**config.mk**
```make
export PLATFORM = sky130hd
export DESIGN_NAME = pwt_top
export DESIGN_NICKNAME = d
export VERILOG_FILES = /design/src/pwt_duty_mem.v /design/src/pwt_top.v
export VERILOG_INCLUDE_DIRS = /design/src
export SDC_FILE = /design/constraint.sdc
export NUM_CORES = 1
export LEC_CHECK = 0
export BUFFER_PORTS_ARGS = -buffer_cell sky130_fd_sc_hd__buf_2
export CORE_MARGIN = 3
export CORE_UTILIZATION = 33
export DETAILED_ROUTE_END_ITERATION = 8
export GPL_TIMING_DRIVEN = 1
export PLACE_DENSITY = 0.48
export RECOVER_POWER = 50
export SYNTH_ARGS = -nofsm -noshare
export SYNTH_HDL_FRONTEND = slang
export SYNTH_HIERARCHICAL = 1
export SYNTH_SLANG_ARGS = --single-unit
```
**constraint.sdc**
```tcl
create_clock -name clock -period 12.35 [get_ports clock]
set_clock_uncertainty 0.15 [all_clocks]
set_input_delay 0 -clock clock [delete_from_list [all_inputs] [get_ports clock]]
set_output_delay 0 -clock clock [all_outputs]
set_load 0.05 [all_outputs]
```
**src/pwt_consts.vh**
```
// Purpose: constants for the sixteen-channel PWM waveform generator
// Assumes: AXI4-Lite slave, 32-bit data, one register per aligned word
// Notes: byte addresses, field positions and reset values
`ifndef PWT_CONSTS_VH
`define PWT_CONSTS_VH

// Register byte addresses
`define PWT_ADDR_DUTY_BASE 8'h00
`define PWT_ADDR_DUTY_LAST 8'h3c
`define PWT_ADDR_POLARITY 8'h40
`define PWT_ADDR_OUT_SEL 8'h44
`define PWT_ADDR_DIRECTION 8'h48
`define PWT_ADDR_PORT_ONE 8'h4c
`define PWT_ADDR_PORT_TWO 8'h50
`define PWT_ADDR_STC 8'h54
`define PWT_ADDR_COUNTER 8'h58
`define PWT_ADDR_PIN_LEVEL 8'h5c

// Serial/timer control fields
`define PWT_STC_GATE_BIT 3
`define PWT_STC_CHOICE_BIT 2
`define PWT_STC_RESET 8'h00

// Reset values
`define PWT_DUTY_RESET 8'h00
`define PWT_CTRL16_RESET 16'h0000
`define PWT_PORT_RESET 8'h00
`define PWT_COUNTER_RESET 8'h00

// Waveform geometry
`define PWT_NIBBLE_FULL 5'h10
`define PWT_LAST_POS 4'hf

// AXI responses
`define PWT_RESP_OKAY 2'b00
`define PWT_RESP_SLVERR 2'b10
`endif

```
**src/pwt_duty_mem.v**
```verilog
// Purpose: storage of the sixteen duty data bytes
// Assumes: one write port, one registered read port, all bytes visible
// Notes: standby clear empties every byte at once
`include "pwt_consts.vh"

module pwt_duty_mem #(
   parameter CHANNELS = 16,
   parameter AW = 4
) (
   input wire clock,
   input wire rst,
   input wire clear,
   input wire we,
   input wire [AW-1:0] waddr,
   input wire [7:0] wdata,
   input wire re,
   input wire [AW-1:0] raddr,
   output reg [7:0] rdata,
   output wire [CHANNELS*8-1:0] all_bytes
);
   reg [7:0] mem_r [0:CHANNELS-1];
   integer i;
   genvar g;

   // Byte array, cleared at reset and in standby
   always @(posedge clock or posedge rst) begin
      if (rst) begin
         for (i = 0; i < CHANNELS; i = i + 1) begin
            mem_r[i] <= `PWT_DUTY_RESET;
         end
      end else if (clear) begin
         for (i = 0; i < CHANNELS; i = i + 1) begin
            mem_r[i] <= `PWT_DUTY_RESET;
         end
      end else if (we) begin
         mem_r[waddr] <= wdata;
      end
   end

   // Registered read port for the bus
   always @(posedge clock or posedge rst) begin
      if (rst) begin
         rdata <= `PWT_DUTY_RESET;
      end else if (re) begin
         rdata <= mem_r[raddr];
      end
   end

   // Parallel view for the waveform logic
   generate
      for (g = 0; g < CHANNELS; g = g + 1) begin : gen_flat
         assign all_bytes[g*8 +: 8] = mem_r[g];
      end
   endgenerate
endmodule

```
**src/pwt_top.v**
```verilog
// Purpose: sixteen-channel 8-bit PWM waveform generator with AXI4-Lite registers
// Assumes: peripheral clock equals the system clock; pins synchronous
// Notes: pin output and enable come from flip-flops; one write, one read at a time
//
// The address map and the AXI4-Lite slave port were left to the implementer.
`include "pwt_consts.vh"

// Summary of operation
// - A pin routed to port output is driven by its port data bit.
// - The serial/timer control register resets to all zeros.
// - Clock gate clear stops the counter; choice 0 ticks every clock, 1 every second clock.
// - One resolution unit is one counter tick and a conversion period is 256 units.
// - The conversion period splits into 16 equal basic pulses.
// - The upper duty nibble sets each basic pulse's active width in sixteenths.
// - An extra pulse is one unit wide, directly before the basic pulse's rising edge.
// - With upper nibble zero, extra pulses still land in the same time slots.
// - Lower nibble values 1 to 6 add pulses 15, 7, 11, 3, 13, 5 cumulatively.
// - Value 8 covers all odd pulses; 9 to 12 add 14, 6, 10, 2 cumulatively.
// - Polarity bit 0 gives direct output, 1 gives inverted output.
// - Direction 0 makes a pin an input; direction 1 gives port or PWM output.
// - Duty bytes clear on reset and in standby.
module pwt_top #(
   parameter CHANNELS = 16
) (
   input wire clock,
   input wire rst,
   input wire standby,
   input wire [7:0] s_axi_awaddr,
   input wire s_axi_awvalid,
   output reg s_axi_awready,
   input wire [31:0] s_axi_wdata,
   input wire [3:0] s_axi_wstrb,
   input wire s_axi_wvalid,
   output reg s_axi_wready,
   output reg [1:0] s_axi_bresp,
   output reg s_axi_bvalid,
   input wire s_axi_bready,
   input wire [7:0] s_axi_araddr,
   input wire s_axi_arvalid,
   output reg s_axi_arready,
   output reg [31:0] s_axi_rdata,
   output reg [1:0] s_axi_rresp,
   output reg s_axi_rvalid,
   input wire s_axi_rready,
   input wire [CHANNELS-1:0] pwm_channel_pins_in,
   output reg [CHANNELS-1:0] pwm_channel_pins_out,
   output reg [CHANNELS-1:0] pwm_channel_pins_oe
);
   // Rank of a slot is its inverted index bit-reversed; slot gets an extra pulse when lower nibble exceeds it
   function [3:0] pwt_rank;
      input [3:0] slot;
      reg [3:0] inv;
      begin
         inv = ~slot;
         pwt_rank = {inv[0], inv[1], inv[2], inv[3]};
      end
   endfunction

   // Active level of one channel at a counter value, before polarity
   function pwt_active;
      input [7:0] duty;
      input [7:0] cnt;
      reg [4:0] sum;
      reg basic;
      reg extra;
      begin
         sum = {1'b0, cnt[3:0]} + {1'b0, duty[7:4]};
         basic = (sum >= `PWT_NIBBLE_FULL);
         extra = (cnt[3:0] == (`PWT_LAST_POS - duty[7:4])) &&
                 (duty[3:0] > pwt_rank(cnt[7:4]));
         pwt_active = basic | extra;
      end
   endfunction

   // Word address helpers
   function is_duty;
      input [7:0] a;
      begin
         is_duty = (a <= `PWT_ADDR_DUTY_LAST);
      end
   endfunction

   // Word address that the register map decodes
   function is_mapped;
      input [7:0] a;
      begin
         is_mapped = is_duty(a) ||
                     a == `PWT_ADDR_POLARITY || a == `PWT_ADDR_OUT_SEL ||
                     a == `PWT_ADDR_DIRECTION || a == `PWT_ADDR_PORT_ONE ||
                     a == `PWT_ADDR_PORT_TWO || a == `PWT_ADDR_STC ||
                     a == `PWT_ADDR_COUNTER || a == `PWT_ADDR_PIN_LEVEL;
      end
   endfunction

   // Two-lane byte merge for the 16-bit control registers
   function [15:0] pwt_merge16;
      input [15:0] old;
      input [31:0] data;
      input [3:0] strb;
      begin
         pwt_merge16 = old;
         if (strb[0]) pwt_merge16[7:0] = data[7:0];
         if (strb[1]) pwt_merge16[15:8] = data[15:8];
      end
   endfunction

   // Control registers
   reg [15:0] polarity_invert_r;
   reg [15:0] out_select_r;
   reg [15:0] direction_r;
   reg [7:0] pin_level_port_one_r;
   reg [7:0] pin_level_port_two_r;
   reg [7:0] serial_timer_control_r;
   reg [7:0] pwm_counter_r;
   reg half_rate_r;

   // Bus state
   reg aw_have_r;
   reg w_have_r;
   reg [7:0] aw_addr_r;
   reg [31:0] w_data_r;
   reg [3:0] w_strb_r;
   reg rd_pend_r;
   reg [7:0] ar_addr_r;

   // Clock selection, bus strobes and duty memory nets
   wire pwm_clock_gate;
   wire pwm_clock_choice;
   wire tick;
   wire do_write;
   wire ar_take;
   wire mem_we;
   wire [7:0] duty_rdata;
   wire [CHANNELS*8-1:0] duty_all;
   reg [31:0] rd_word;
   reg rd_ok;
   reg wr_ok;
   reg [CHANNELS-1:0] pin_nxt;
   integer c;

   assign pwm_clock_gate = serial_timer_control_r[`PWT_STC_GATE_BIT];
   assign pwm_clock_choice = serial_timer_control_r[`PWT_STC_CHOICE_BIT];
   // Counter tick: none when gated, every clock or every second clock
   assign tick = pwm_clock_gate & (~pwm_clock_choice | half_rate_r);
   // Write fires once address and data are both held and no answer waits
   assign do_write = aw_have_r & w_have_r & ~s_axi_bvalid;
   assign ar_take = s_axi_arvalid & s_axi_arready;
   // Duty bytes take only mapped, aligned lane-0 writes
   assign mem_we = do_write & wr_ok & is_duty(aw_addr_r) & w_strb_r[0];

   // Duty byte storage; read port addressed straight from the bus
   pwt_duty_mem #(
      .CHANNELS(CHANNELS),
      .AW(4)
   ) u_duty (
      .clock(clock),
      .rst(rst),
      .clear(standby),
      .we(mem_we),
      .waddr(aw_addr_r[5:2]),
      .wdata(w_data_r[7:0]),
      .re(ar_take),
      .raddr(s_axi_araddr[5:2]),
      .rdata(duty_rdata),
      .all_bytes(duty_all)
   );

   // Divide-by-two enable for the peripheral clock choice
   always @(posedge clock or posedge rst) begin
      if (rst) begin
         half_rate_r <= 1'b0;
      end else begin
         half_rate_r <= ~half_rate_r;
      end
   end

   // 8-bit counter: one unit per tick, 256 units per period
   always @(posedge clock or posedge rst) begin
      if (rst) begin
         pwm_counter_r <= `PWT_COUNTER_RESET;
      end else if (tick) begin
         pwm_counter_r <= pwm_counter_r + 8'h01;
      end
   end

   // Per-channel pin level and enable
   always @* begin
      for (c = 0; c < CHANNELS; c = c + 1) begin
         if (out_select_r[c]) begin
            pin_nxt[c] = pwt_active(duty_all[c*8 +: 8], pwm_counter_r) ^
                         polarity_invert_r[c];
         end else if (c < 8) begin
            pin_nxt[c] = pin_level_port_one_r[c % 8];
         end else begin
            pin_nxt[c] = pin_level_port_two_r[c % 8];
         end
      end
   end

   // Pin flops; direction 0 releases the pin as an input
   always @(posedge clock or posedge rst) begin
      if (rst) begin
         pwm_channel_pins_out <= {CHANNELS{1'b0}};
         pwm_channel_pins_oe <= {CHANNELS{1'b0}};
      end else begin
         pwm_channel_pins_out <= pin_nxt;
         pwm_channel_pins_oe <= direction_r[CHANNELS-1:0];
      end
   end

   // Write address and data channels, taken in either order
   always @(posedge clock or posedge rst) begin
      if (rst) begin
         aw_have_r <= 1'b0;
         w_have_r <= 1'b0;
         aw_addr_r <= 8'h00;
         w_data_r <= 32'h00000000;
         w_strb_r <= 4'h0;
         s_axi_awready <= 1'b0;
         s_axi_wready <= 1'b0;
      end else begin
         s_axi_awready <= ~aw_have_r & ~(s_axi_awvalid & s_axi_awready) & ~s_axi_bvalid;
         s_axi_wready <= ~w_have_r & ~(s_axi_wvalid & s_axi_wready) & ~s_axi_bvalid;
         if (s_axi_awvalid & s_axi_awready) begin
            aw_have_r <= 1'b1;
            aw_addr_r <= s_axi_awaddr;
         end else if (do_write) begin
            aw_have_r <= 1'b0;
         end
         if (s_axi_wvalid & s_axi_wready) begin
            w_have_r <= 1'b1;
            w_data_r <= s_axi_wdata;
            w_strb_r <= s_axi_wstrb;
         end else if (do_write) begin
            w_have_r <= 1'b0;
         end
      end
   end

   // Address decode for writes
   always @* begin
      wr_ok = 1'b1;
      if (!is_mapped(aw_addr_r)) begin
         wr_ok = 1'b0;
      end
      if (aw_addr_r[1:0] != 2'b00) begin
         wr_ok = 1'b0;
      end
   end

   // Register writes and write response
   always @(posedge clock or posedge rst) begin
      if (rst) begin
         polarity_invert_r <= `PWT_CTRL16_RESET;
         out_select_r <= `PWT_CTRL16_RESET;
         direction_r <= `PWT_CTRL16_RESET;
         pin_level_port_one_r <= `PWT_PORT_RESET;
         pin_level_port_two_r <= `PWT_PORT_RESET;
         serial_timer_control_r <= `PWT_STC_RESET;
         s_axi_bvalid <= 1'b0;
         s_axi_bresp <= `PWT_RESP_OKAY;
      end else begin
         if (s_axi_bvalid & s_axi_bready) begin
            s_axi_bvalid <= 1'b0;
         end
         if (do_write) begin
            s_axi_bvalid <= 1'b1;
            s_axi_bresp <= wr_ok ? `PWT_RESP_OKAY : `PWT_RESP_SLVERR;
            case (aw_addr_r)
               `PWT_ADDR_POLARITY: begin
                  polarity_invert_r <= pwt_merge16(polarity_invert_r, w_data_r, w_strb_r);
               end
               `PWT_ADDR_OUT_SEL: begin
                  out_select_r <= pwt_merge16(out_select_r, w_data_r, w_strb_r);
               end
               `PWT_ADDR_DIRECTION: begin
                  direction_r <= pwt_merge16(direction_r, w_data_r, w_strb_r);
               end
               `PWT_ADDR_PORT_ONE: begin
                  if (w_strb_r[0]) pin_level_port_one_r <= w_data_r[7:0];
               end
               `PWT_ADDR_PORT_TWO: begin
                  if (w_strb_r[0]) pin_level_port_two_r <= w_data_r[7:0];
               end
               `PWT_ADDR_STC: begin
                  if (w_strb_r[0]) serial_timer_control_r <= w_data_r[7:0];
               end
               default: begin
               end
            endcase
         end
      end
   end

   // Read data selection for duty bytes and the other registers
   always @* begin
      rd_word = 32'h00000000;
      rd_ok = 1'b1;
      if (is_duty(ar_addr_r)) begin
         rd_word = {24'h000000, duty_rdata};
      end else begin
         case (ar_addr_r)
            `PWT_ADDR_POLARITY: rd_word = {16'h0000, polarity_invert_r};
            `PWT_ADDR_OUT_SEL: rd_word = {16'h0000, out_select_r};
            `PWT_ADDR_DIRECTION: rd_word = {16'h0000, direction_r};
            `PWT_ADDR_PORT_ONE: rd_word = {24'h000000, pin_level_port_one_r};
            `PWT_ADDR_PORT_TWO: rd_word = {24'h000000, pin_level_port_two_r};
            `PWT_ADDR_STC: rd_word = {24'h000000, serial_timer_control_r};
            `PWT_ADDR_COUNTER: rd_word = {24'h000000, pwm_counter_r};
            `PWT_ADDR_PIN_LEVEL: rd_word = {16'h0000, pwm_channel_pins_in};
            default: rd_ok = 1'b0;
         endcase
      end
      if (ar_addr_r[1:0] != 2'b00) begin
         rd_ok = 1'b0;
         rd_word = 32'h00000000;
      end
   end

   // Read channel: address taken, data one cycle later from the duty memory
   always @(posedge clock or posedge rst) begin
      if (rst) begin
         s_axi_arready <= 1'b0;
         rd_pend_r <= 1'b0;
         ar_addr_r <= 8'h00;
         s_axi_rvalid <= 1'b0;
         s_axi_rdata <= 32'h00000000;
         s_axi_rresp <= `PWT_RESP_OKAY;
      end else begin
         s_axi_arready <= ~ar_take & ~rd_pend_r & ~s_axi_rvalid;
         if (ar_take) begin
            rd_pend_r <= 1'b1;
            ar_addr_r <= s_axi_araddr;
         end
         if (rd_pend_r) begin
            rd_pend_r <= 1'b0;
            s_axi_rvalid <= 1'b1;
            s_axi_rdata <= rd_word;
            s_axi_rresp <= rd_ok ? `PWT_RESP_OKAY : `PWT_RESP_SLVERR;
         end else if (s_axi_rvalid & s_axi_rready) begin
            s_axi_rvalid <= 1'b0;
         end
      end
   end
endmodule
```
* Yosys cells after proc, flatten, opt, wreduce, memory -nomap -nowiden
Index checks and enable logic that the tools add are counted.
** Cells by class
- Add/subtract/negate cells :: 33
- Magnitude comparators :: 37
- Equality and inequality tests :: 32
- Multiplexer cells :: 43
- Bitwise operators :: 63
- Reductions and logical operators :: 42
** Operators with widths (count)
- 2-to-1 mux 128 bit :: 2
- bitwise mux 128 bit :: 1
- == test 8 x 7 -> 1 bit, second input constant :: 16
- case mux 16 bit (8 select lines) :: 1
- >= comparator 5 bit, second input constant :: 18
- adder 4 x 4 -> 5 bit :: 16
- == test 4 bit :: 16
- greater-than comparator 4 bit :: 16
- subtractor 4 bit, first input constant :: 16
- binary-select mux 8 bit (select 4 bit) :: 1
- demux 8 bit (select 4 bit) :: 1
- 2-to-1 mux 32 bit :: 1
- 2-to-1 mux 1 bit :: 30
- AND reduction 3 bit :: 9
- 2-to-1 mux 8 bit :: 3
- bitwise AND 1 bit :: 17
- logical AND 1 bit :: 17
- bitwise OR 1 bit :: 17
- less-or-equal comparator 8 x 6 -> 1 bit, second input constant :: 2
- 2-to-1 mux 16 bit :: 1
- bitwise XOR 1 bit :: 16
- nonzero test 2 bit :: 7
- inverter 1 bit :: 10
- inverter 4 -> 5 bit :: 2
- other kinds (6) :: 14
** Word-level totals
- Register bits :: 327
- Input bits :: 76

* Depth between registers and ports, before layout
Gate-level depths: netlist of run 1.
- Depth after elaboration :: 16
- Depth in mapped cells :: 8
- Gate-level depth less buffers :: 7

* Hierarchy
Netlist of run 1, hierarchy kept.
** By module, submodules not included
- pwt_top :: times used 1, cells each 938, area each 10253.6 µm², seq. area each 4329.2 µm²
- pwt_duty_mem :: times used 1, cells each 702, area each 6936.7 µm², seq. area each 3403.3 µm²

* Least setup slack after synthesis of run 1
OpenSTA, ideal clock, no wires.
- Path type :: register -> register
- From :: register s_axi_bvalid
- To :: register u_duty.mem_r, in the netlist u_duty/all_bytes[0]
- Library setup time :: 136 ps
- Arrival time :: 2259 ps
- Data required time :: 12064 ps
- Path slack :: 9805 ps
- Cell stages (with the launch flop) :: 8
- Buffers on the path :: 1
- Clock period less this slack :: 2545 ps
- Cell sequence :: dfrtp_1 and3b_2 nand2_2 nor3_1 or3b_1 clkbuf_1 o21ai_0 a21oi_1
** On the way
- Cells in the longest elaborated chain, start to end :: 6
** RTL lines
- from (decl) :: RTL line pwt_top.v:36 : output reg s_axi_bvalid,
- from (signal assigned) :: RTL line pwt_top.v:260 : s_axi_bvalid <= 1'b0;
- from (signal assigned) :: RTL line pwt_top.v:264 : s_axi_bvalid <= 1'b0;
- from (signal assigned) :: RTL line pwt_top.v:267 : s_axi_bvalid <= 1'b1;
- inverter 1 bit :: RTL line pwt_top.v:146 : assign do_write = aw_have_r & w_have_r & ~s_axi_bvalid;
- bitwise AND 1 bit :: RTL line pwt_top.v:146
- bitwise AND 1 bit (3 in series) :: RTL line pwt_top.v:149 : assign mem_we = do_write & wr_ok & is_duty(aw_addr_r) & w_strb_r[0];
- named net mem_we :: RTL line pwt_top.v:132 : wire mem_we;
- nonzero test 2 bit (no line)
- to (signal, indexed assignment) :: RTL line pwt_duty_mem.v:29 : mem_r[i] <= `PWT_DUTY_RESET;
- to (signal, indexed assignment) :: RTL line pwt_duty_mem.v:33 : mem_r[i] <= `PWT_DUTY_RESET;
- to (signal, indexed assignment) :: RTL line pwt_duty_mem.v:36 : mem_r[waddr] <= wdata;
- to (decl) :: RTL line pwt_duty_mem.v:21 : reg [7:0] mem_r [0:CHANNELS-1];
The timed path passes the listed nets, and every way through them passes these cells.
A chain may end at the register's enable or synchronous reset.

==> out/qor.log, run 1 <==
[logic_synthesis] most numerous cell in the Yosys netlist sky130_fd_sc_hd__dfrtp_1
[sta] post-layout min period 5.58 ns
[drt] Remaining DRCs 0
[finish] number of fill cells in the layout 5086
[drt] routed vias/inst 5.50
[sta] final count of hold timing violations 0
[place] final weighted congestion in routability-driven placement 0.814
[clock_tree] CTS buffer count 37
[drt] 1st-pass router iterations 5
[finish] post-route core utilization 38.7%
[power] worst IR drop on VDD 0.0779 mV
[power] PwrDens 165 nW/um^2
[sta] share of the cycle needed by the critical path after routing 45.2%
[outcome] failing checks max-capacitance violations, max-slew violations
[logic_synthesis] combinational family with the most area after synthesis compound AO/OA/AOI/OAI gates
[global_route] overall fraction of global-route tracks in use 20.4%
[logic_synthesis] number of warnings issued by yosys 6
[clock_tree] Worst-path clk slew 0.06 ns
[die] floorplan die height 234 um
[logic_synthesis] Post-Synthesis Cell Area 17200 um^2
[logic_synthesis] leading register cell type out of synthesis sky130_fd_sc_hd__dfrtp_1
[power] static leakage power 8.76 nW
[place] count of input and output buffers 112
[clock_tree] Gates resized, CTS repair 0
[outcome] result of the run finished with violations
[critical_path] type of element launching the critical path primary input
[critical_path] Crit Path Category in2async
[drt] Iter 0 DRT Violations 1193
[hold_path] worst hold-check path type in2reg
[logic_synthesis] most numerous cell types in the synthesized netlist sky130_fd_sc_hd__dfrtp_1 (309), sky130_fd_sc_hd__a21oi_1 (201), sky130_fd_sc_hd__o21ai_0 (179)
[critical_path] Worst EP arrival 5.40 ns
[drt] average routed wire per standard cell 22.8 um
[finish] antenna diode instance count 0
[sta] worst slew slack as a fraction of its limit -198%
[sta] sum of negative setup slack 0 ns
[logic_synthesis] sequential cell area fraction in the yosys report 45.0%
[logic_synthesis] area share of xor/xnor cells in the synthesized design 0.357%
[die] Die X 234 um
[sta] fmax 0.179 GHz
[sta] number of failing setup endpoints in the final timing report 0
[logic_synthesis] share of the synthesized area in compound gates (AO/OA/AOI/OAI) 16.8%
[global_route] via count of the first global-routing pass 13400
[drt] detailed-route via count 13600
[critical_path] worst-path maximum fanout 85
[die] area of the die 54900 um^2
[clock_tree] clk_lat worst skew 0.56 ns
[drt] DRT Wirelength 56300 um
[clock_tree] sink count of the clock tree 309
[logic_synthesis] average size of a mapped cell 10.5 um^2
[die] Top-Level Pins 149
[global_route] Remaining Overflow, GRT 0
[logic_synthesis] main area contributors after synthesis sky130_fd_sc_hd__dfrtp_1 (45%), sky130_fd_sc_hd__ha_1 (9.4%), sky130_fd_sc_hd__mux2_2 (6.9%), sky130_fd_sc_hd__a21oi_1 (5.9%), sky130_fd_sc_hd__o21ai_0 (5.2%)
[die] row cnt 83
[clock_tree] H-tree depth 2
[finish] total number of nets in the final design 1968
[finish] area growth from synthesis to layout 15.8%
[clock_tree] largest buffer count on any clock path 3
[logic_synthesis] simple-gate share of the synthesized area 10.6%
[logic_synthesis] gate count after technology mapping 1640
[sta] Worst Tran Pin Value 4.45 ns
[logic_synthesis] area leader, netlist sky130_fd_sc_hd__dfrtp_1
[sta] number of pins exceeding their max-slew limit in the final report 239
[global_route] wire length of the first global-routing pass 85100 um
[global_route] antenna violations before repair 0
[flow_run] count of maximum capacitance violations 3
[logic_synthesis] register bit count reported by yosys 309
[finish] proportion of layout cells with a drive suffix above 1 16.3%
[clock_tree] CTS tree yes
[logic_synthesis] asr flop ratio synth 100%
[die] Initial Utilization 33.4%
[critical_path] Setup crit end kind asynchronous set/reset pin
[drt] number of nets still failing antenna checks after routing 0
[place] post-DP HPWL 37100 um
[logic_synthesis] portion of netlist area occupied by mux cells 12.6%
[logic_synthesis] top-area cell type share of the netlist area 45.0%
[global_route] maximum number of pins on one net before global-route repair 100
[logic_synthesis] Post-synth EDFFs 0
[die] area of the core region 51400 um^2
[logic_synthesis] post-synth cell types 63
[clock_tree] clock root buffer sky130_fd_sc_hd__clkbuf_16
[critical_path] required time reported for the critical path endpoint 12.17 ns
[critical_path] flop-to-flop setup slack 9.05 ns
[sta] setup repair after global routing missed its margin false
[logic_synthesis] arithmetic-cell share of the synthesized area counting full adders, half adders and majority gates 9.39%
## registers in the layout, indices dropped and copies added (netlist names), 2 cells and up
name,cells
pin_level_port_one_r,8
pin_level_port_two_r,8
w_data_r,16
serial_timer_control_r,8
s_axi_rdata,16
u_duty/all_bytes,128
w_strb_r,2
polarity_invert_r,16
pwm_counter_r,8
u_duty/rdata,8
pwm_channel_pins_out,16
out_select_r,16
direction_r,16
ar_addr_r,8
aw_addr_r,8
pwm_channel_pins_oe,16
## repair_timing
action,in CTS,in global routing
buffers inserted,0,0
hold buffers,63,0
hold endpoints to repair,298,0
## final cells by class
cell class              instances  area, um^2  share of cell area (%)
clock buffers                  51        1050                    5.27
repair buffers                203        1320                    6.64
inverters                      49         186                   0.936
flip-flops and latches        309        7730                    38.8
clock inverters                14         128                   0.641
multi-input cells            1163        8650                    43.4
well taps                     680         851                    4.27
## kinds of logic after synthesis
group / Yosys count
mux: 161
other cells: 1
compound gates: 499
fa+ha+maj: 129
simple gates: 349
flops: 309
xor+xnor: 7
buf+inv: 185
## per-stage QoR
step                instance area (um^2)  hold WS [ns]  cells  power [mW]  worst slack, ns
finish                             19900        0.0314   2469        3.29             6.77
global placement                   18200        0.0337   2341        2.19             9.36
global route                       19900        0.0217   2469        3.44             5.81
CTS                                20000       0.00513   2469        3.32             9.32
detailed placement                 18200        0.0414   2341        2.20             9.32
floorplan                          17300       -0.0536   1657        1.88             7.51
## worst max-delay path: stages
cell and delay, ns:
sky130_fd_sc_hd__dlygate4sd3_1 0.53, sky130_fd_sc_hd__clkbuf_1 0.13, sky130_fd_sc_hd__clkinvlp_2 2.24, sky130_fd_sc_hd__clkbuf_1 2.33
## path summary, 6_finish.rpt
| check | startpoint | endpoint | depth (start not counted) |
|---|---|---|---|
| max reg2reg | pwm_counter_r[1] | pwm_channel_pins_out[11] | 7 |
| min | s_axi_wvalid | s_axi_wready | 3 |
| min in group asynchronous | rst | u_duty/all_bytes[69] | 3 |
| min reg2reg | direction_r[8] | pwm_channel_pins_oe[8] | 0 |
| max | rst | u_duty/all_bytes[29] | 4 |
| max in group clock | pwm_counter_r[1] | pwm_channel_pins_out[11] | 7 |
## layer usage
metal	vias to the layer above	part of all wire [%]	track usage (%)	wire length (um)
met5	-	0	0	0
met3	63	6.1	3.12	3420
li1	6317	-	-	-
met4	0	2.0	4.93	1140
met1	6766	45	28.6	25300
met2	436	47	33.2	26400
## placed cells by master (no fill, tap or decap), types with 26 or more instances in the layout
| master | instances |
|---|---|
| sky130_fd_sc_hd__ha_1 | 129 |
| sky130_fd_sc_hd__dfrtp_1 | 309 |
| sky130_fd_sc_hd__nor2b_1 | 27 |
| sky130_fd_sc_hd__buf_4 | 26 |
| sky130_fd_sc_hd__a21oi_1 | 201 |
| sky130_fd_sc_hd__nand3_1 | 136 |
| sky130_fd_sc_hd__clkbuf_1 | 66 |
| sky130_fd_sc_hd__mux2_2 | 105 |
| sky130_fd_sc_hd__dlygate4sd3_1 | 63 |
| sky130_fd_sc_hd__buf_2 | 55 |
| sky130_fd_sc_hd__o21ai_0 | 179 |
| sky130_fd_sc_hd__clkbuf_16 | 37 |
| sky130_fd_sc_hd__inv_1 | 47 |
| sky130_fd_sc_hd__nand2_1 | 91 |
## power breakdown
part	internal, mW	total [mW]	switching (mW)
Combinational	0.255	0.805	0.550
Sequential	1.13	1.41	0.276
Clock	0.619	1.08	0.458
Total	2.01	3.29	1.28
Power figures use the tool's default switching activity.
==> run 2, diff against run 1 <==
ABC_AREA = 1   (was not set)
clock period = 5.6 ns   (was 12.35 ns; I/O delays follow)
==> run 2 against run 1 <==
The flow still finishes with violations (max-capacitance violations, max-slew violations). Sequential cell count is the same. Worst hold slack gained 0.013 ns. Utilization grew 0.71 points. Combinational power grew 110%. Highest routed layer unchanged. Cell count grew 21%.
==> out/qor.log, run 2 <==
[outcome] result of the run finished with violations
[outcome] failing checks max-capacitance violations, max-slew violations
[sta] final hold slack 0.0442 ns [+0.0129 ns]
[clock_tree] CTS buffer count 38 [+2.7%]
[drt] Iter 0 DRT Violations 1121 [-6.0%]
[critical_path] delay of the slowest cell on the worst path 1.25 ns [-1.08 ns]
[drt] number of nets still failing antenna checks after routing 0 [unchanged]
[critical_path] required time reported for the critical path endpoint 5.93 ns [-6.24 ns]
[power] Clk network pwr share 36.0% [+3.3 points]
[clock_tree] H-tree depth 2 [unchanged]
[power] Flop pwr share 39.1% [-3.7 points]
[clock_tree] clock root buffer sky130_fd_sc_hd__clkbuf_16
[critical_path] Critical R2R Launch s_axi_wready
[finish] proportion of layout cells with a drive suffix above 1 8.35% [-8.0 points]
[critical_path] Crit Path Category reg2reg
[die] Initial Utilization 33.5% [+0.035 points]
[sta] setup repair after global routing missed its margin false
[sta] Worst Tran Pin Value 2.25 ns [-2.20 ns]
[logic_synthesis] Post-synth EDFFs 0 [unchanged]
[place] post-DP HPWL 38100 um [+2.8%]
[critical_path] series of cell instances along the critical path nand2_1, clkbuf_1, nor2_1, dlygate4sd3_1, a21oi_1, dlygate4sd3_1
[finish] number of flip-flops under the largest register name 128 [unchanged]
[logic_synthesis] top-area cell type share of the netlist area 44.8% [-0.14 points]
[finish] leading cell type in the layout, fill and taps excluded sky130_fd_sc_hd__nand2_1
[place] count of input and output buffers 112 [unchanged]
[sta] number of pins exceeding their max-slew limit in the final report 183 [-23%]
[power] switching fraction of total power 35.5% [-3.5 points]
[logic_synthesis] sequential cell area fraction in the yosys report 44.8% [-0.14 points]
[sta] sum of negative setup slack 0 ns [unchanged]
[global_route] via count of the first global-routing pass 14600 [+9.1%]
[die] area of the core region 51500 um^2 [+0.20%]
[logic_synthesis] most numerous cell in the Yosys netlist sky130_fd_sc_hd__nand2_1
[logic_synthesis] post-synth cell types 39 [-38%]
[clock_tree] largest buffer count on any clock path 3 [unchanged]
[logic_synthesis] area leader, netlist sky130_fd_sc_hd__dfrtp_1
[logic_synthesis] average size of a mapped cell 8.18 um^2 [-22%]
[finish] leading cell types in the layout, fill and taps excluded sky130_fd_sc_hd__nand2_1 (552), sky130_fd_sc_hd__nand3_1 (387), sky130_fd_sc_hd__dfrtp_1 (309)
[logic_synthesis] asr flop ratio synth 100% [unchanged]
[sta] final count of hold timing violations 0 [unchanged]
[power] static leakage power 10.1 nW [+15%]
[critical_path] critical path depth in cells 6 [+2]
[clock_tree] Worst-path clk slew 0.06 ns [about the same]
[logic_synthesis] number of warnings issued by yosys 6 [unchanged]
[logic_synthesis] most numerous cell types in the synthesized netlist sky130_fd_sc_hd__nand2_1 (549), sky130_fd_sc_hd__nand3_1 (386), sky130_fd_sc_hd__dfrtp_1 (309)
[global_route] antenna violations before repair 0 [unchanged]
[drt] routed vias/inst 5.06 [-8.0%]
[critical_path] crit path buf inv count 3 [-1]
[sta] share of the cycle needed by the critical path after routing 61.1%
[critical_path] number of cells traversed by the worst register-to-register path 6 [-1]
[place] final weighted congestion in routability-driven placement 0.833 [+2.3%]
[power] total internal power 4.47 mW [+120%]
[finish] total number of nets in the final design 2491 [+27%]
[critical_path] reg2reg end w_data_r[2]
[power] PwrDens 341 nW/um^2 [+110%]
[logic_synthesis] leading register cell type out of synthesis sky130_fd_sc_hd__dfrtp_1
[critical_path] type of element launching the critical path flip-flop
[drt] average routed wire per standard cell 18.8 um [-17%]
[die] Top-Level Pins 149 [unchanged]
[critical_path] worst-path maximum fanout 37 [-56%]
[logic_synthesis] gate count after technology mapping 2107 [+28%]
[die] area of the die 55000 um^2 [+0.30%]
[logic_synthesis] main area contributors after synthesis sky130_fd_sc_hd__dfrtp_1 (45%), sky130_fd_sc_hd__nand2_1 (12%), sky130_fd_sc_hd__nand3_1 (11%), sky130_fd_sc_hd__ha_1 (9.4%), sky130_fd_sc_hd__o21ai_0 (5.0%)
[hold_path] endpoint of the worst hold path s_axi_rvalid
[global_route] Remaining Overflow, GRT 0 [unchanged]
[hold_path] hold-critical path depth 3 [unchanged]
[clock_tree] sink count of the clock tree 309 [unchanged]
[power] part of the total power dissipated in combinational logic 24.9% [+0.4 points]
[flow_run] count of maximum capacitance violations 5 [+2]
[critical_path] Worst EP arrival 3.74 ns [-1.66 ns]
[clock_tree] clk_lat worst skew 0.54 ns [-0.02 ns]
[critical_path] flop-to-flop setup slack 2.18 ns [-6.87 ns]
[die] floorplan die height 235 um [+0.15%]
[hold_path] startpoint of the most critical hold path s_axi_rready
[power] switching power of the nets 2.46 mW [+92%]
[drt] DRT Wirelength 56300 um [about the same]
[drt] detailed-route via count 15100 [+12%]
[critical_path] Setup crit end kind flip-flop
[hold_path] worst hold-check path type in2reg
[global_route] overall fraction of global-route tracks in use 20.4% [about the same]
[die] Die X 235 um [+0.15%]
[sta] number of failing setup endpoints in the final timing report 0 [unchanged]
[critical_path] delay-heaviest family, CP buffers and inverters
[sta] worst slew slack as a fraction of its limit -50.7% [+150 points]
[clock_tree] CTS tree yes
[critical_path] Critical-path top delay cell sky130_fd_sc_hd__clkbuf_1
[sta] fmax 0.292 GHz
[die] row cnt 83 [unchanged]
[drt] Remaining DRCs 0 [unchanged]
[global_route] wire length of the first global-routing pass 86100 um [+1.1%]
[logic_synthesis] register bit count reported by yosys 309 [unchanged]
[drt] 1st-pass router iterations 5 [unchanged]
[finish] post-route core utilization 39.5% [+0.71 points]
[finish] area growth from synthesis to layout 17.9%
[logic_synthesis] Post-Synthesis Cell Area 17200 um^2 [+0.31%]
[global_route] maximum number of pins on one net before global-route repair 104 [+4.0%]
[sta] post-layout min period 3.42 ns
[critical_path] most frequent cell on the critical path sky130_fd_sc_hd__dlygate4sd3_1
[power] worst IR drop on VDD 0.235 mV [+200%]
[run 2: cell types whose count changed in the layout (fill, tap and decap cells not counted), sizes merged, moves of 24 or more]
| cell | before | now |
|---|---|---|
| o21ai | 180 | 216 |
| mux4 | 32 | 0 |
| a21oi | 201 | 78 |
| mux2 | 105 | 6 |
| mux2i | 24 | 0 |
| nor2b | 29 | 0 |
| inv | 49 | 144 |
| dlygate4sd3 | 63 | 102 |
| nand3 | 137 | 387 |
| nor2 | 21 | 99 |
| nand2 | 94 | 560 |
[run 2: cell families (layout without fill, tap and decap cells)]
group	after synthesis	in the layout	synth area share [%]
simple gates	1062	1062	26.9
mux	6	6	0.392
xor+xnor	7	7	0.356
other cells	1	19	0.0217
compound gates	330	330	10.7
buf+inv	263	450	7.39
fa+ha+maj	129	129	9.36
flops	309	309	44.8
[run 2: worst max-delay path by stage]
stage | slack, ns | endpoint | start
finish | 2.18 | w_data_r[2] | s_axi_wready
global route | 1.96 | w_data_r[15] | s_axi_wready
CTS | 2.84 | u_duty/all_bytes[121] | aw_addr_r[2]
detailed placement | 2.87 | u_duty/all_bytes[121] | aw_addr_r[2]
global placement | 2.94 | u_duty/all_bytes[117] | aw_addr_r[2]
floorplan | 0.76 | ar_addr_r[0] | rst
[run 2: timing repair]
action | 4_1_cts | 5_1_grt
gates resized for setup | 0 | 0
hold endpoints to repair | 212 | 0
hold buffers | 102 | 0
buffers inserted | 0 | 0
[run 2: per-stage QoR]
stage	worst slack, ns	instance area (um^2)	instances	total power, mW
detailed placement	2.87	18200	2824	4.32
CTS	2.84	20500	2991	7.04
global route	1.96	20300	2991	7.27
floorplan	0.762	17300	2124	3.77
global placement	2.94	18200	2824	4.29
finish	2.18	20300	2992	6.93
[run 2: layout make-up]
| class | instances | area [um^2] |
|---|---|---|
| Timing Repair Buffer | 237 | 1670 |
| Tap cell | 680 | 851 |
| Antenna cell | 1 | 2.50 |
| Clock buffer | 60 | 1200 |
| Sequential cell | 309 | 7730 |
| Inverter | 148 | 564 |
| Multi-Input combinational cell | 1552 | 8240 |
| Clock inverter | 5 | 53.8 |
| Fill cell | 5391 | 31200 |
[run 2: worst min-delay path, stage by stage]
cell	delay, ns
sky130_fd_sc_hd__dlygate4sd3_1	0.53
sky130_fd_sc_hd__buf_2	0.09
sky130_fd_sc_hd__o21ai_0	0.07
[run 2: layer usage]
layer  track usage [%]  part of all wire, %  vias to the layer above
met2              32.5                   46                      330
li1                  -                    -                     7365
met1              29.3                   47                     7380
met5                 0                    0                        -
met3              2.32                  4.4                       71
met4              5.87                  2.5                        0
[run 2: power groups by stage]
stage	logic (mW)	registers, mW	clock network (mW)
detailed placement	1.57	2.75	0
finish	1.73	2.71	2.50
global route	1.88	2.74	2.65
floorplan	0.861	2.91	0
CTS	1.76	2.72	2.56
global placement	1.55	2.75	0
==> run 3, diff against run 2 <==
clock period = 3.4 ns   (was 5.6 ns; I/O delays follow)
==> run 3 against run 2 <==
Sequential cell count unchanged. Largest power group unchanged. First-iteration DRC count grew 7.9%. Global-route usage rose by 0.36 points. The run still ends with max-capacitance violations, max-slew violations left. Critical path type unchanged. Maximum frequency rose by 27%. Wire length rose by 0.85%. Final area is 1.3% higher. Register-to-register slack worse by 1.5 ns. Combinational power grew 71%. Highest routed layer unchanged. Cell count increased by 0.64%. Clock-buffer cell count shrank 10.
==> out/qor.log, run 3 (same netlist as run 2, synthesis figures left out) <==
[outcome] result of the run finished with violations
[outcome] failing checks max-capacitance violations, max-slew violations
[hold_path] worst hold-check path type in2reg
[sta] share of the cycle needed by the critical path after routing 79.3% [+18 points]
[clock_tree] Gates resized, CTS repair 0 [unchanged]
[power] static leakage power 10.3 nW [+2.4%]
[critical_path] worst-path maximum fanout 16 [-57%]
[global_route] wire length of the first global-routing pass 87300 um [+1.3%]
[die] row cnt 83 [unchanged]
[power] PwrDens 565 nW/um^2 [+66%]
[clock_tree] number of hold-repair buffers added at the cts stage 105 [+2.9%]
[drt] routed vias/inst 5.06 [about the same]
[sta] fmax 0.371 GHz [+27%]
[hold_path] startpoint of the most critical hold path s_axi_araddr[0]
[clock_tree] Worst-path clk slew 0.06 ns [about the same]
[clock_tree] CTS buffer count 38 [unchanged]
[drt] number of nets still failing antenna checks after routing 0 [unchanged]
[drt] average routed wire per standard cell 18.9 um [+0.22%]
[sta] worst slew slack as a fraction of its limit -48.0% [+2.7 points]
[sta] number of failing setup endpoints in the final timing report 0 [unchanged]
[place] minimum setup slack after placement 0.745 ns [-2.13 ns]
[finish] number of flip-flops under the largest register name 128 [unchanged]
[global_route] overall fraction of global-route tracks in use 20.8% [+0.36 points]
[critical_path] Worst EP arrival 2.93 ns [-0.81 ns]
[die] Top-Level Pins 149 [unchanged]
[critical_path] required time reported for the critical path endpoint 3.63 ns [-2.30 ns]
[place] post-DP HPWL 40200 um [+5.4%]
[critical_path] Setup crit end kind flip-flop
[finish] Layout Cells excl Fill 3011 [+0.64%]
[power] worst IR drop on VDD 0.415 mV [+76%]
[sta] setup repair after global routing missed its margin false
[critical_path] flop-to-flop setup slack 0.70 ns [-1.48 ns]
[sta] final count of hold timing violations 0 [unchanged]
[sta] sum of negative setup slack 0 ns [unchanged]
[finish] total number of nets in the final design 2507 [+0.64%]
[place] count of input and output buffers 112 [unchanged]
[drt] DRT Wirelength 56800 um [+0.85%]
[finish] proportion of layout cells with a drive suffix above 1 10.7% [+2.4 points]
[clock_tree] clk_lat worst skew 0.56 ns [+0.02 ns]
[sta] worst path setup slack after routing 0.703 ns [-1.48 ns]
[global_route] maximum number of pins on one net before global-route repair 133 [+28%]
[global_route] via count of the first global-routing pass 14900 [+2.2%]
[drt] Iter 0 DRT Violations 1210 [+7.9%]
[clock_tree] H-tree depth 2 [unchanged]
[die] Die X 235 um [unchanged]
[finish] leading cell type in the layout, fill and taps excluded sky130_fd_sc_hd__nand2_1
[global_route] Remaining Overflow, GRT 0 [unchanged]
[clock_tree] sink count of the clock tree 309 [unchanged]
[sta] Worst Tran Pin Value 2.22 ns [-0.0285 ns]
[global_route] antenna violations before repair 1 [+1]
[finish] leading cell types in the layout, fill and taps excluded sky130_fd_sc_hd__nand2_1 (549), sky130_fd_sc_hd__nand3_1 (387), sky130_fd_sc_hd__dfrtp_1 (309)
[critical_path] Crit Path Category reg2reg
[flow_run] count of maximum capacitance violations 3 [-2]
[clock_tree] number of setup buffers added after CTS 0 [unchanged]
[clock_tree] largest buffer count on any clock path 3 [unchanged]
[drt] Remaining DRCs 0 [unchanged]
[clock_tree] CTS tree yes
[critical_path] critical path launch point aw_addr_r[2]
[drt] 1st-pass router iterations 6 [+1]
[die] floorplan die height 235 um [unchanged]
[sta] number of pins exceeding their max-slew limit in the final report 207 [+13%]
[critical_path] type of element launching the critical path flip-flop
[drt] detailed-route via count 15200 [+0.61%]
[finish] area growth from synthesis to layout 19.4%
[die] area of the die 55000 um^2 [unchanged]
[place] final weighted congestion in routability-driven placement 0.842 [+1.1%]
[finish] number of fill cells in the layout 5326 [-1.2%]
[critical_path] Critical R2R Launch aw_addr_r[2]
[sta] post-layout min period 2.70 ns [-0.722 ns]
[clock_tree] clock root buffer sky130_fd_sc_hd__clkbuf_16
[die] Initial Utilization 33.5% [unchanged]
[die] area of the core region 51500 um^2 [unchanged]
[place] DP Cell Count 2837 [+0.46%]
-- run 3: cell count changes in the layout (fill, tap and decap cells not counted), sizes merged --
cell         before  now
clkinv            6   13
buf              75  114
clkbuf          120   84
bufinv            1    4
clkinvlp          2    4
dlygate4sd3     102  105
inv             144  145
-- run 3: stage by stage --
step	power, mW	util, %	hold WS (ns)	cell area [um^2]
2_1_floorplan	6.20	-	-0.0536	17300
3_3_place_gp	7.13	35.6	0.0423	18300
3_5_place_dp	7.16	35.6	0.0469	18300
4_1_cts	11.8	40.1	0.0203	20700
5_1_grt	12.2	40.0	0.0679	20600
6_report	11.6	40.0	0.0599	20600
-- run 3: path summary, 6_finish.rpt --
| kind | cells past startpoint | endpoint |
|---|---|---|
| setup / recovery | 9 | u_duty/all_bytes[49] |
| max in group asynchronous | 4 | u_duty/all_bytes[9] |
| min in group asynchronous | 3 | u_duty/all_bytes[48] |
| setup reg to reg | 9 | u_duty/all_bytes[49] |
| hold / removal | 4 | ar_addr_r[0] |
| hold reg to reg | 0 | pwm_channel_pins_oe[10] |
-- run 3: final cells by class --
cell class / instances / area (um^2) / area share [%]
clock buffer: 50 / 1080 / 5.23
tap: 680 / 851 / 4.13
multi-input combinational: 1552 / 8310 / 40.3
inverter: 148 / 562 / 2.73
antenna: 1 / 2.50 / 0.0122
sequential: 309 / 7730 / 37.5
clock inverter: 18 / 218 / 1.06
timing repair buffer: 253 / 1840 / 8.95
-- run 3: report_power, final --
| part | internal [mW] | switching [mW] | leakage (nW) |
|---|---|---|---|
| logic | 0.814 | 2.15 | 5.49 |
| clock network | 2.54 | 1.67 | 0.639 |
| registers | 4.11 | 0.353 | 4.19 |
| total | 7.47 | 4.17 | 10.3 |
-- run 3: critical path, stage by stage, from the launching register on --
cell and delay, ns:
sky130_fd_sc_hd__dfrtp_1 0.52, sky130_fd_sc_hd__inv_1 0.16, sky130_fd_sc_hd__nor2_4 0.17, sky130_fd_sc_hd__o21ai_0 0.13, sky130_fd_sc_hd__a21oi_1 0.20, sky130_fd_sc_hd__nor3b_2 0.21
sky130_fd_sc_hd__buf_4 0.26, sky130_fd_sc_hd__nand2_1 0.41, sky130_fd_sc_hd__nand3_1 0.17, sky130_fd_sc_hd__o21ai_0 0.10
-- run 3: per-layer routing --
layer / share of wire, % / up-vias / wire length [um] / global-route usage, %
li1: - / 7405 / - / -
met1: 46 / 7402 / 26400 / 29.0
met2: 46 / 365 / 26300 / 33.8
met3: 5.0 / 67 / 2820 / 3.00
met4: 2.2 / 0 / 1260 / 5.44
met5: 0 / - / 0 / 0
